File: src/inc/sar_adc_pkg.sv
/*
 Constants, register map and types of the successive-approximation converter sequencer.
 Assumes one clock domain and a 32-bit AHB-Lite register bus, one word per register.
*/
package sar_adc_pkg;
   localparam logic [11:0] STAT_CTRL_OFS   = 12'h038;
   localparam logic [11:0] RESULT_OFS      = 12'h03c;
   localparam logic [11:0] CLK_DIV_OFS     = 12'h040;
   localparam logic [11:0] IRQ_STAT_OFS    = 12'h044;
   localparam logic [11:0] IRQ_EN_OFS      = 12'h048;
   localparam logic [11:0] IRQ_CLR_OFS     = 12'h04c;
   localparam logic [11:0] PORT_DATA_OFS   = 12'h050;
   localparam logic [11:0] PORT_DIR_OFS    = 12'h054;
   localparam logic [11:0] PORT_PINS_OFS   = 12'h058;
   localparam int          DONE_BIT        = 7;
   localparam int          IEN_BIT         = 6;
   localparam int          CONT_BIT        = 5;
   localparam logic [4:0]  CHAN_OFF        = 5'h1f;
   localparam logic [4:0]  CHAN_LAST       = 5'h0e;
   localparam logic [7:0]  CLK_DIV_RESET   = 8'h00;
   localparam int          CONV_TICKS      = 16;
   localparam int          RESULT_BITS     = 8;
   localparam int          NUM_CHANNELS    = 15;
   localparam int          IRQ_EOC_BIT     = 0;
   localparam int          IRQ_ABORT_BIT   = 1;
   typedef enum logic [1:0] {
      ST_IDLE   = 2'b00,
      ST_WAIT   = 2'b01,
      ST_SAMPLE = 2'b11,
      ST_DONE   = 2'b10
   } seq_state_type;
endpackage : sar_adc_pkg

File: src/rtl/sar_adc_sequencer.sv
/*
 Converter sequencer: AHB-Lite registers, channel mux and port pin takeover, timing, flags.
 Assumes an external comparator against a DAC of the trial code; full-scale mapping
 (FF at or above high reference, 00 at or below low) follows from the trial search.
*/
`timescale 1ns/1ps
module sar_adc_sequencer
   import sar_adc_pkg::*;
#(
   parameter int CHANNELS = NUM_CHANNELS
) (
   input  wire logic                i_mclk,
   input  wire logic                i_sys_rst,
   input  wire logic                i_hsel,
   input  wire logic [31:0]         i_haddr,
   input  wire logic [1:0]          i_htrans,
   input  wire logic                i_hwrite,
   input  wire logic [2:0]          i_hsize,
   input  wire logic [31:0]         i_hwdata,
   input  wire logic                i_hready,
   output logic [31:0]              o_hrdata,
   output logic                     o_hreadyout,
   output logic                     o_hresp,
   input  wire logic                i_cmp_above,
   output logic [RESULT_BITS-1:0]   o_dac_code,
   output logic                     o_sample,
   output logic [CHANNELS-1:0]      o_mux_sel,
   output logic                     o_adc_power,
   input  wire logic                i_stop_mode,
   input  wire logic [CHANNELS-1:0] i_pin_in,
   output logic [CHANNELS-1:0]      o_pin_out,
   output logic [CHANNELS-1:0]      o_pin_oe,
   output logic                     o_irq
);
   initial begin
      if (CHANNELS != NUM_CHANNELS) $error("channel count must be fifteen");
   end

   seq_state_type                 state_q, state_d;
   logic [4:0]                    chan_q;
   logic                          cont_q, ien_q, done_q;
   logic [RESULT_BITS-1:0]        result_q;
   logic [7:0]                    div_q, div_cnt_q;
   logic [4:0]                    tick_cnt_q;
   logic                          pending_q;
   logic [1:0]                    istat_q, ien_mask_q;
   logic [CHANNELS-1:0]           pdata_q, pdir_q;
   logic                          adc_irq_q;
   logic                          ap_valid_q, ap_write_q;
   logic [11:0]                   ap_addr_q;
   logic [31:0]                   rdata_q;
   logic [RESULT_BITS-1:0]        trial;
   logic                          core_busy;

   // Address phase capture; data phase follows with zero wait states
   wire addr_ok     = i_hsel && i_htrans[1] && i_hready;
   wire wr_ctrl     = ap_valid_q && ap_write_q && ap_addr_q == STAT_CTRL_OFS;
   wire rd_result   = addr_ok && !i_hwrite && i_haddr[11:0] == RESULT_OFS;
   wire wr_div      = ap_valid_q && ap_write_q && ap_addr_q == CLK_DIV_OFS;
   wire wr_ien      = ap_valid_q && ap_write_q && ap_addr_q == IRQ_EN_OFS;
   wire wr_iclr     = ap_valid_q && ap_write_q && ap_addr_q == IRQ_CLR_OFS;
   wire wr_pdata    = ap_valid_q && ap_write_q && ap_addr_q == PORT_DATA_OFS;
   wire wr_pdir     = ap_valid_q && ap_write_q && ap_addr_q == PORT_DIR_OFS;
   wire powered     = chan_q != CHAN_OFF;
   wire chan_valid  = chan_q <= CHAN_LAST;
   wire tick        = (div_cnt_q == 8'h00) && !i_stop_mode;
   wire eoc         = (state_q == ST_SAMPLE) && tick && (tick_cnt_q == 5'(CONV_TICKS - 1));
   wire abort       = i_stop_mode && (state_q != ST_IDLE);
   wire core_start  = (state_q == ST_WAIT) && tick;
   wire [CHANNELS-1:0] sel_onehot = chan_valid ? CHANNELS'(1) << chan_q : '0;

   always_ff @(posedge i_mclk) begin
      if (i_sys_rst) begin
         ap_valid_q <= 1'b0;
         ap_write_q <= 1'b0;
         ap_addr_q  <= '0;
      end else begin
         ap_valid_q <= addr_ok;
         ap_write_q <= i_hwrite;
         ap_addr_q  <= i_haddr[11:0];
      end
   end

   // Read mux, registered during address phase so data stand in data phase
   logic [31:0] rd_mux;
   always_comb begin
      rd_mux = 32'h0000_0000;
      case (i_haddr[11:0])
         STAT_CTRL_OFS: rd_mux = {24'h0, done_q, ien_q, cont_q, chan_q};
         RESULT_OFS:    rd_mux = {24'h0, result_q};
         CLK_DIV_OFS:   rd_mux = {24'h0, div_q};
         IRQ_STAT_OFS:  rd_mux = {30'h0, istat_q};
         IRQ_EN_OFS:    rd_mux = {30'h0, ien_mask_q};
         PORT_DATA_OFS: rd_mux = {17'h0, pdata_q};
         PORT_DIR_OFS:  rd_mux = {17'h0, pdir_q};
         // Selected pin reads 0 when input, latch when output
         PORT_PINS_OFS: rd_mux = {17'h0, ((i_pin_in & ~pdir_q) | (pdata_q & pdir_q))
                                  & ~(sel_onehot & ~pdir_q)};
         default:       rd_mux = 32'h0000_0000;
      endcase
   end

   always_ff @(posedge i_mclk) begin
      if (i_sys_rst) rdata_q <= '0;
      else if (addr_ok && !i_hwrite) rdata_q <= rd_mux;
   end

   // Control register and port latches
   always_ff @(posedge i_mclk) begin
      if (i_sys_rst) begin
         chan_q     <= CHAN_OFF;
         cont_q     <= 1'b0;
         ien_q      <= 1'b0;
         div_q      <= CLK_DIV_RESET;
         ien_mask_q <= '0;
         pdata_q    <= '0;
         pdir_q     <= '0;
      end else begin
         if (wr_ctrl) begin
            chan_q <= i_hwdata[4:0];
            cont_q <= i_hwdata[CONT_BIT];
            ien_q  <= i_hwdata[IEN_BIT];
         end
         if (wr_div) div_q <= i_hwdata[7:0];
         if (wr_ien) ien_mask_q <= i_hwdata[1:0];
         if (wr_pdata) pdata_q <= i_hwdata[CHANNELS-1:0];
         if (wr_pdir) pdir_q <= i_hwdata[CHANNELS-1:0];
      end
   end

   // Converter clock: one-cycle tick every div_q+1 bus cycles
   always_ff @(posedge i_mclk) begin
      if (i_sys_rst || div_cnt_q == 8'h00) div_cnt_q <= i_sys_rst ? 8'h00 : div_q;
      else div_cnt_q <= div_cnt_q - 8'h01;
   end

   // Sequence: wait for next tick, then sixteen ticks to result
   always_comb begin
      state_d = state_q;
      case (state_q)
         ST_IDLE:   if (pending_q && powered) state_d = ST_WAIT;
         ST_WAIT:   if (tick) state_d = ST_SAMPLE;
         ST_SAMPLE: if (eoc) state_d = ST_DONE;
         ST_DONE:   state_d = cont_q ? ST_SAMPLE : ST_IDLE;
         default:   state_d = ST_IDLE;
      endcase
      // Control write while a channel is powered arms the wait for the next tick at once, no idle cycle
      if (wr_ctrl) state_d = ST_WAIT;
      // Stop parks the sequence; the pending start survives to resume it
      if (i_stop_mode || !powered) state_d = ST_IDLE;
   end

   always_ff @(posedge i_mclk) begin
      if (i_sys_rst) begin
         state_q    <= ST_IDLE;
         tick_cnt_q <= '0;
         pending_q  <= 1'b0;
      end else begin
         state_q <= state_d;
         if (state_q != ST_SAMPLE) tick_cnt_q <= '0;
         else if (tick) tick_cnt_q <= tick_cnt_q + 5'd1;
         if (wr_ctrl) pending_q <= 1'b1;
         else if (state_q == ST_DONE && !cont_q) pending_q <= 1'b0;
      end
   end

   // Result, done flag and interrupt; set wins over clear
   wire flag_clr = wr_ctrl || rd_result;
   always_ff @(posedge i_mclk) begin
      if (i_sys_rst) begin
         result_q  <= '0;
         done_q    <= 1'b0;
         adc_irq_q <= 1'b0;
         istat_q   <= '0;
      end else begin
         if (eoc) result_q <= {trial[RESULT_BITS-1:1], i_cmp_above};
         if (eoc && !ien_q) done_q <= 1'b1;
         else if (flag_clr) done_q <= 1'b0;
         if (eoc && ien_q) adc_irq_q <= 1'b1;
         else if (flag_clr) adc_irq_q <= 1'b0;
         istat_q[IRQ_EOC_BIT] <= eoc || (istat_q[IRQ_EOC_BIT]
                                 && !(wr_iclr && i_hwdata[IRQ_EOC_BIT]));
         istat_q[IRQ_ABORT_BIT] <= abort || (istat_q[IRQ_ABORT_BIT]
                                   && !(wr_iclr && i_hwdata[IRQ_ABORT_BIT]));
      end
   end

   // Search runs in the first seven ticks; last bit decided and result latched at tick sixteen
   sar_core #(
      .WIDTH       (RESULT_BITS)
   ) u_core (
      .i_mclk      (i_mclk),
      .i_sys_rst   (i_sys_rst),
      .i_tick      (tick && state_q == ST_SAMPLE && tick_cnt_q < 5'(RESULT_BITS - 1)),
      .i_start     (core_start || (state_q == ST_DONE && cont_q)),
      .i_abort     (abort || wr_ctrl),
      .i_cmp_above (i_cmp_above),
      .o_trial     (trial),
      .o_busy      (core_busy)
   );

   // Pin takeover: selected pin released from port latches one cycle after it is selected
   always_ff @(posedge i_mclk) begin
      if (i_sys_rst) begin
         o_pin_out <= '0;
         o_pin_oe  <= '0;
      end else begin
         o_pin_out <= pdata_q & ~sel_onehot;
         o_pin_oe  <= pdir_q & ~sel_onehot;
      end
   end

   assign o_mux_sel   = sel_onehot;
   assign o_dac_code  = trial;
   assign o_sample    = state_q == ST_SAMPLE && core_busy;
   assign o_adc_power = powered;
   assign o_hrdata    = rdata_q;
   assign o_hreadyout = 1'b1;
   assign o_hresp     = 1'b0;
   assign o_irq       = adc_irq_q || |(istat_q & ien_mask_q);
endmodule : sar_adc_sequencer

File: src/rtl/sar_core.sv
/*
 Successive-approximation bit search: one bit per enabled tick, MSB first.
 Assumes a comparator answering in the tick after the trial code is shown.
*/
`timescale 1ns/1ps
module sar_core
   import sar_adc_pkg::*;
#(
   parameter int WIDTH = RESULT_BITS
) (
   input  wire logic             i_mclk,
   input  wire logic             i_sys_rst,
   input  wire logic             i_tick,
   input  wire logic             i_start,
   input  wire logic             i_abort,
   input  wire logic             i_cmp_above,
   output logic [WIDTH-1:0]      o_trial,
   output logic                  o_busy
);
   initial begin
      if (WIDTH < 2 || WIDTH > 16) $error("sar_core width unsupported");
   end

   logic [WIDTH-1:0] trial_q;
   logic [WIDTH-1:0] mask_q;
   logic             busy_q;

   // Keep a tested bit when input is above trial, then try next lower bit
   always_ff @(posedge i_mclk) begin
      if (i_sys_rst || i_abort) begin
         trial_q <= '0;
         mask_q  <= '0;
         busy_q  <= 1'b0;
      end else if (i_start) begin
         trial_q <= {1'b1, {(WIDTH-1){1'b0}}};
         mask_q  <= {1'b1, {(WIDTH-1){1'b0}}};
         busy_q  <= 1'b1;
      end else if (i_tick && busy_q) begin
         trial_q <= (i_cmp_above ? trial_q : (trial_q & ~mask_q)) | (mask_q >> 1);
         mask_q  <= mask_q >> 1;
         busy_q  <= (mask_q != {{(WIDTH-1){1'b0}}, 1'b1});
      end
   end

   assign o_trial = trial_q;
   assign o_busy  = busy_q;
endmodule : sar_core

File: config.mk
export PLATFORM = sky130hd
export DESIGN_NAME = sar_adc_sequencer
export DESIGN_NICKNAME = d
export VERILOG_FILES = /design/src/inc/sar_adc_pkg.sv /design/src/rtl/sar_adc_sequencer.sv /design/src/rtl/sar_core.sv
export SDC_FILE = /design/constraint.sdc
export NUM_CORES = 1
export LEC_CHECK = 0
export BUFFER_PORTS_ARGS = -buffer_cell sky130_fd_sc_hd__buf_4
export CAP_MARGIN = 20
export CELL_PAD_IN_SITES_DETAIL_PLACEMENT = 0
export CELL_PAD_IN_SITES_GLOBAL_PLACEMENT = 2
export CORE_MARGIN = 10
export CORE_UTILIZATION = 29
export CTS_BUF_LIST = sky130_fd_sc_hd__clkbuf_4 sky130_fd_sc_hd__clkbuf_8
export CTS_CLUSTER_DIAMETER = 50
export CTS_CLUSTER_SIZE = 25
export DETAILED_ROUTE_END_ITERATION = 7
export MAX_ROUTING_LAYER = met4
export PLACE_DENSITY = 0.82
export REMOVE_ABC_BUFFERS = 1
export SYNTH_ARGS = -nofsm -noshare
export SYNTH_HDL_FRONTEND = slang
export SYNTH_SLANG_ARGS = --single-unit
File: constraint.sdc
create_clock -name i_mclk -period 1.95 [get_ports i_mclk]
set_input_delay 0.39 -clock i_mclk [delete_from_list [all_inputs] [get_ports i_mclk]]
set_output_delay 0.39 -clock i_mclk [all_outputs]
set_load 0.02 [all_outputs]
==> impl_results.md, run 1 <==
- Status: finished, violations left
- Failing checks: setup timing
- 1st-pass router iterations: 5
- Fin. Hold Viols: 0
- Sink Count: 151
- Antenna violations before repair: 1
- Period utilisation layout: 1.11
- Critical path's top delay family: simple AND/OR/NAND/NOR gates
- Slowest CP cell: or3_4
- Yosys top cell area share: 0.453
- Max Clk Rate: 461 MHz
- Clk root buf: clkbuf_8
- Least-Margin Pin Slew: 0.573 ns
- Number of I/O pins: 181
- CP Capture Type: output pin
- Starting density of the core: 0.295
- Total CTS buffers: 17
- Setup violators final: 17
- Placed Instances: 1,201
- CP Max Fanout: 4
- CORE AREA: 22,600 µm²
- CTS H-tree lvls: 4
- WL/cell: 17.8 µm
- Asr flop ratio synth: 0
- Grt ovf: 0
- Hold Path Class: input port to register
- GP Congestion: 0.896
- WP data arrival: 1.78 ns
- Area post-placement: 8420 µm²
- Yosys reg bits: 151
- GRT Resource Usage Total: 0.154
- Ys flop type: dfxtp_1
- Total number of vias: 6,160
- Clock Tree Buf Depth: 2
- Commonest non-fill, non-tap cells in the layout: buf_4, dfxtp_1, nand2_1, nor2_1, mux2i_1
- CP Class: register to output pin
- First-pass GRT wire length: 34,000 µm
- Register area share after synthesis: 0.453
- FILL cells: 2,296
- VDD IR max: 291 µV
- Worst Path Buf+Inv: 3
- Site row count: 55
- CP required: 1.56 ns
- Clock-pin slew on the worst setup and hold paths: 0.08 ns
- Area of the multi-input gates: 3570 µm²
- CTS tree: done
- Crit path cell chain: buf_6 -> or3_4 -> buf_12 -> nor2_4 -> buf_6
- Most common cell after layout, fill and taps aside: buf_4
- Max-Cap Viols: 0
- R2r worst-path depth: 9
- Final setup skew: 0.0124 ns
- CP Depth: 5
- Area contributors post-synth: dfxtp_1, mux2i_1, nor2_1, nand2_1, a21oi_1
- Worst Min Path Start: i_hwrite
- Dpl hpwl: 16,800 µm
- Hold WS: 0.146 ns
- PnR worst setup slack: -0.220 ns
- Post-Syn Area: 6670 µm²
- FF-to-FF Start: chan_q[2]$_SDFFE_PP1P_
- Crit path largest cell delay: 0.44 ns
- Crit path from: chan_q[2]$_SDFFE_PP1P_
- Clk_lat worst skew: 0.47 ns
- Yosys top cell by area: dfxtp_1
- Ys Warns: 0
- Die W: 172 µm
- Final Slew Violations: 0
- Power per cell area: 724 nW/µm²
- Relative slew slack: 0.617
- # nets final: 1,057
- Netlist cell types: 60
- Final ANT Viol Nets: 0
- Area delta synth->final: 41.2%
- Largest net degree at the start of global routing: 30
- Min Tclk post-route: 2.17 ns
- Iter 0 DRT Violations: 334
- Design area: 9420 µm²
- Post-synthesis average cell area: 8.92 µm²
- Cell count after synthesis: 748
- Register cell area after layout: 3040 µm²
- Die Y: 172 µm
- Finished Layout Cells: 1,259
- Worst Hold Depth: 2
- LEAKAGE: 3.79 nW
- Vias per Instance: 4.89
- Number of synthesized flops with an enable pin: 0
- Die area: 29,500 µm²
- RSZ-0062 raised after global routing: true
- Share of cells above drive strength 1: 0.353
- Cell mode on critical path: buf_6
- DRC errors left: 0
- IO Port Bufs: 120
- Via count of the first global-routing pass: 6,019
- Worst setup SP type: register
- DRT Wirelength: 22,400 µm
- Hold buffers post-CTS: 0
## Yosys cell counts (all sizes together) (11+ instances only)
library cell,count
buf,35
nor2b,17
nor3b,30
dfxtp,151
nor4,11
nor2,80
a21oi,46
nand2,75
nand3,20
nor3,11
inv,23
o21ai,34
clkbuf,28
mux2i,54
a221oi,12
## path summary, 6_finish.rpt
kind | end | slack (ns)
worst max-delay path | o_mux_sel[2] | -0.22
worst min-delay path | ap_write_q$_SDFF_PP0_ | 0.15
worst max register to register | o_hrdata[1]$_SDFFE_PP0P_ | -0.04
worst min register to register | result_q[7]$_SDFFE_PP0P_ | 0.46
## sequential cells by signal (all words and copies together), names as in the netlist, 2 cells and up
register	count
ap_addr_q	12
chan_q	5
div_cnt_q	8
div_q	8
ien_mask_q	2
istat_q	2
o_hrdata	15
o_pin_oe	15
o_pin_out	15
pdata_q	15
pdir_q	15
result_q	8
state_q	2
tick_cnt_q	5
u_core.mask_q	8
u_core.o_trial	8
## metal layers
metal | wire (µm) | track usage | up-vias | part of all wire
met2 | 10800 | 0.252 | 155 | 0.48
li1 | - | - | 3038 | -
met5 | 0 | - | - | 0
met4 | 379 | 0.0488 | 0 | 0.017
met3 | 1400 | 0.0385 | 30 | 0.062
met1 | 9810 | 0.183 | 2937 | 0.44
## what timing repair did
action,in CTS,in global routing
gates cloned,0,1
buffers inserted,21,10
pin swaps,13,24
resized for setup,72,40
hold endpoints to repair,0,0
setup endpoints to repair,64,74
## area by class of cell
cell class | count | share of cell area
antenna | 1 | 0.000266
clock buffer | 22 | 0.0315
clock inverter | 8 | 0.0104
inverter | 23 | 0.00916
multi-input combinational | 529 | 0.379
sequential | 151 | 0.322
tap | 285 | 0.0379
timing repair buffer | 240 | 0.210
## stage by stage
stage          utilization  setup WS, ns  TNS, ns  power (W)
3_5_place_dp         0.372        -0.135    -2.68    0.00438
4_1_cts              0.408        -0.241    -2.18    0.00684
6_report             0.416        -0.220    -2.28    0.00682
5_1_grt              0.416        -0.307    -3.38    0.00714
2_1_floorplan            -         -1.01   -14.38    0.00384
3_3_place_gp         0.372        -0.143    -2.24    0.00436
## cells by family (layout without fill, tap and decap cells)
| group | after synthesis | after routing | share of synthesized area |
|---|---|---|---|
| AOI/OAI and AO/OA | 144 | 144 | 0.138 |
| xor gates and xnor gates | 6 | 6 | 0.00788 |
| adders and majority gates | 4 | 4 | 0.00750 |
| buffers and inverters | 86 | 293 | 0.0651 |
| DFF | 151 | 151 | 0.453 |
| muxes | 57 | 57 | 0.0861 |
| other | 2 | 20 | 0.00113 |
| and+or+nand+nor | 298 | 299 | 0.241 |
## power by group
group | switching [W] | total (W) | internal (W)
registers | 0.0000518 | 0.00322 | 0.00316
clock network | 0.00117 | 0.00244 | 0.00127
logic | 0.000608 | 0.00116 | 0.000555
total | 0.00183 | 0.00682 | 0.00499
No activity file was read; power rests on OpenSTA's default activity.
==> run 2, diff against run 1 <==
--- a/config.mk
+++ b/config.mk
@@ -16,8 +16,9 @@
 export CTS_CLUSTER_SIZE = 25
 export DETAILED_ROUTE_END_ITERATION = 7
 export MAX_ROUTING_LAYER = met4
-export PLACE_DENSITY = 0.82
+export PLACE_DENSITY = 0.81
 export REMOVE_ABC_BUFFERS = 1
 export SYNTH_ARGS = -nofsm -noshare
 export SYNTH_HDL_FRONTEND = slang
+export SYNTH_HIERARCHICAL = 1
 export SYNTH_SLANG_ARGS = --single-unit
==> impl_results.md, run 2 <==
- Grt ovf: 0
- Min Tclk post-route: 2.12 ns
- Dpl hpwl: 16,100 µm
- GP Congestion: 0.846
- Met3 usage: 0.0406
- Area contributors post-synth: dfxtp_1, mux2i_1, nor2_1, nor3b_1, nand2_1
- Clk_lat worst skew: 0.47 ns
- 1st-pass router iterations: 7
- Iter 0 DRT Violations: 335
- Most frequent cell after synthesis: dfxtp_1
- Starting density of the core: 0.294
- Hold buffers post-CTS: 0
- Max Clk Rate: 471 MHz
- Cell mode on critical path: buf_6
- VDD IR max: 386 µV
- Number of synthesized flops with an enable pin: 0
- Ys flop type: dfxtp_1
- Netlist cell types: 65
- Power Total: 0.00688 W
- Power per cell area: 727 nW/µm²
- Clock Tree Buf Depth: 2
- CP required: 1.56 ns
- Antenna violations before repair: 0
- DRT Wirelength: 21,700 µm
- Least-Margin Pin Slew: 0.527 ns
- Total CTS buffers: 17
- Site row count: 55
- Max-Cap Viols: 0
- GRT busiest layer: met2
- M1 GR Usage: 0.188
- First-pass GRT wire length: 33,100 µm
- Cell count after synthesis: 722
- Relative slew slack: 0.647
- CORE AREA: 22,600 µm²
- Fin. Hold Viols: 0
- Clock-pin slew on the worst setup and hold paths: 0.10 ns
- Most common library cells after synthesis: dfxtp_1, nor2_1, nand2_1, mux2i_1, nor3b_1
- Met2 GRT Util: 0.231
- CTS tree: done
- Period utilisation layout: 1.09
- IO Port Bufs: 120
- FILL cells: 2,246
- Clk root buf: clkbuf_8
- Asr flop ratio synth: 0
- Sw frac: 0.285
- DRC errors left: 0
- Clk pwr share: 0.368
- Hold Path Class: input port to register
- Vias per Instance: 4.86
- # nets final: 1,028
- Final ANT Viol Nets: 0
- Comb power frac: 0.162
- CP Max Fanout: 6
- Final setup skew: 0.0163 ns
- Yosys reg bits: 151
- Crit path cell chain: buf_6 -> or3b_4 -> nor3_4 -> buf_6 -> buf_6
- GRT Resource Usage Total: 0.148
- Yosys top cell area share: 0.455
- LEAKAGE: 3.87 nW
- Sink Count: 151
- Slowest CP cell: or3b_4
- Placed Instances: 1,172
- Die area: 29,400 µm²
- Share of cells above drive strength 1: 0.364
- Total number of vias: 5,985
- Critical path's top delay family: simple AND/OR/NAND/NOR gates
- Post-Syn Area: 6640 µm²
- DP Worst Slack: -0.184 ns
- WL/cell: 17.7 µm
- CP Capture Type: output pin
- Psw: 0.00196 W
- Flop pwr share: 0.470
- Status: finished, violations left
- CTS H-tree lvls: 4
- Area delta synth->final: 42.5%
- Die Y: 171 µm
- PnR worst setup slack: -0.175 ns
- Commonest non-fill, non-tap cells in the layout: buf_4, dfxtp_1, nor2_1
- Via count of the first global-routing pass: 5,951
- RSZ-0062 raised after global routing: true
- Largest net degree at the start of global routing: 51
- Worst Path Buf+Inv: 3
- Post-synthesis average cell area: 9.20 µm²
- Ys Warns: 6
- Hold WS: 0.163 ns
- Setup violators final: 11
- Crit path largest cell delay: 0.39 ns
- Most common cell after layout, fill and taps aside: buf_4
- Yosys top cell by area: dfxtp_1
- CP Class: register to output pin
- Register area share after synthesis: 0.455
- Ant diodes: 0
- Failing checks: setup timing
- Final Slew Violations: 0
- Worst setup SP type: register
- Cell Int Power: 0.00492 W
- Number of I/O pins: 181
- WP data arrival: 1.73 ns
- Finished Layout Cells: 1,231
- Die W: 171 µm
[run 2: cell types whose count changed after synthesis, moves of 10 or more]
cell | previous run | this run
nand3_1 | 20 | 6
inv_1 | 23 | 13
o21ai_0 | 34 | 16
nand2_1 | 75 | 65
a21oi_1 | 46 | 29
nor3b_1 | 30 | 43
[run 2: cell families (layout without fill, tap and decap cells)]
logic type / after synthesis / count (layout) / share of synthesized area
DFF: 151 / 151 / 0.455
and+or+nand+nor: 295 / 296 / 0.239
xor gates and xnor gates: 6 / 6 / 0.00791
AOI/OAI and AO/OA: 123 / 123 / 0.129
buffers and inverters: 73 / 279 / 0.0567
muxes: 68 / 68 / 0.103
other: 2 / 19 / 0.00113
adders and majority gates: 4 / 4 / 0.00754
[run 2: cell type report]
type	instances	area, µm²	area share
multi-input cells	516	3670	0.388
clock buffers	18	248	0.0262
repair buffers	234	1930	0.204
well taps	285	357	0.0377
inverters	13	48.8	0.00516
clock inverters	14	163	0.0172
flip-flops and latches	151	3050	0.322
[run 2: metal layers]
metal  routed length (µm)  share of wire  vias to the layer above
li1                     -              -                     2985
met3                 1250          0.058                       14
met2                10200           0.47                      135
met1                10100           0.46                     2851
met4                  199         0.0092                        0
met5                    0              0                        -
[run 2: path summary, 6_finish.rpt]
kind / start / endpoint / slack, ns / depth (start not counted)
worst min-delay path: i_hwdata[10] / pdir_q[10]$_SDFFE_PP0P_ / 0.16 / 3
worst min register to register: o_hrdata[10]$_SDFFE_PP0P_ / o_hrdata[10]$_SDFFE_PP0P_ / 0.47 / 2
worst max register to register: div_cnt_q[4]$_DFF_P_ / u_core/o_trial[1]$_SDFFE_PP0P_ / 0 / 8
worst max-delay path: chan_q[0]$_SDFFE_PP1P_ / o_mux_sel[4] / -0.17 / 5
[run 2: power by group through the flow]
stage | Combinational (W) | Clock, W | Sequential, W
5_1_grt | 0.00126 | 0.00273 | 0.00324
6_report | 0.00112 | 0.00253 | 0.00323
4_1_cts | 0.00105 | 0.00261 | 0.00322
3_3_place_gp | 0.00104 | 0 | 0.00328
3_5_place_dp | 0.00104 | 0 | 0.00328
2_1_floorplan | 0.000494 | 0 | 0.00329
[run 2: worst register-to-register path, stage by stage, from the launching register on]
cell and delay (ns):
dfxtp_2 0.34, nor4_4 0.28, buf_4 0.15, and3b_2 0.23
and3_4 0.21, and2_4 0.17, buf_8 0.15, a21oi_4 0.06
a311oi_2 0.26
[run 2: what timing repair did]
item                       4_1_cts  5_1_grt
cloned                           1        1
pin swaps                        8       26
setup endpoints to repair       32       43
resized for setup               50       70
buffers inserted                13       14
hold endpoints to repair         0        0
[run 2: stage by stage]
step | utilization | TNS, ns | cell area (µm²)
global placement | 0.372 | -2.51 | 8390
detailed placement | 0.372 | -2.91 | 8390
floorplan | - | -12.64 | 6380
CTS | 0.401 | -2.06 | 9060
finish | 0.419 | -0.966 | 9460
global route | 0.419 | -2.61 | 9460
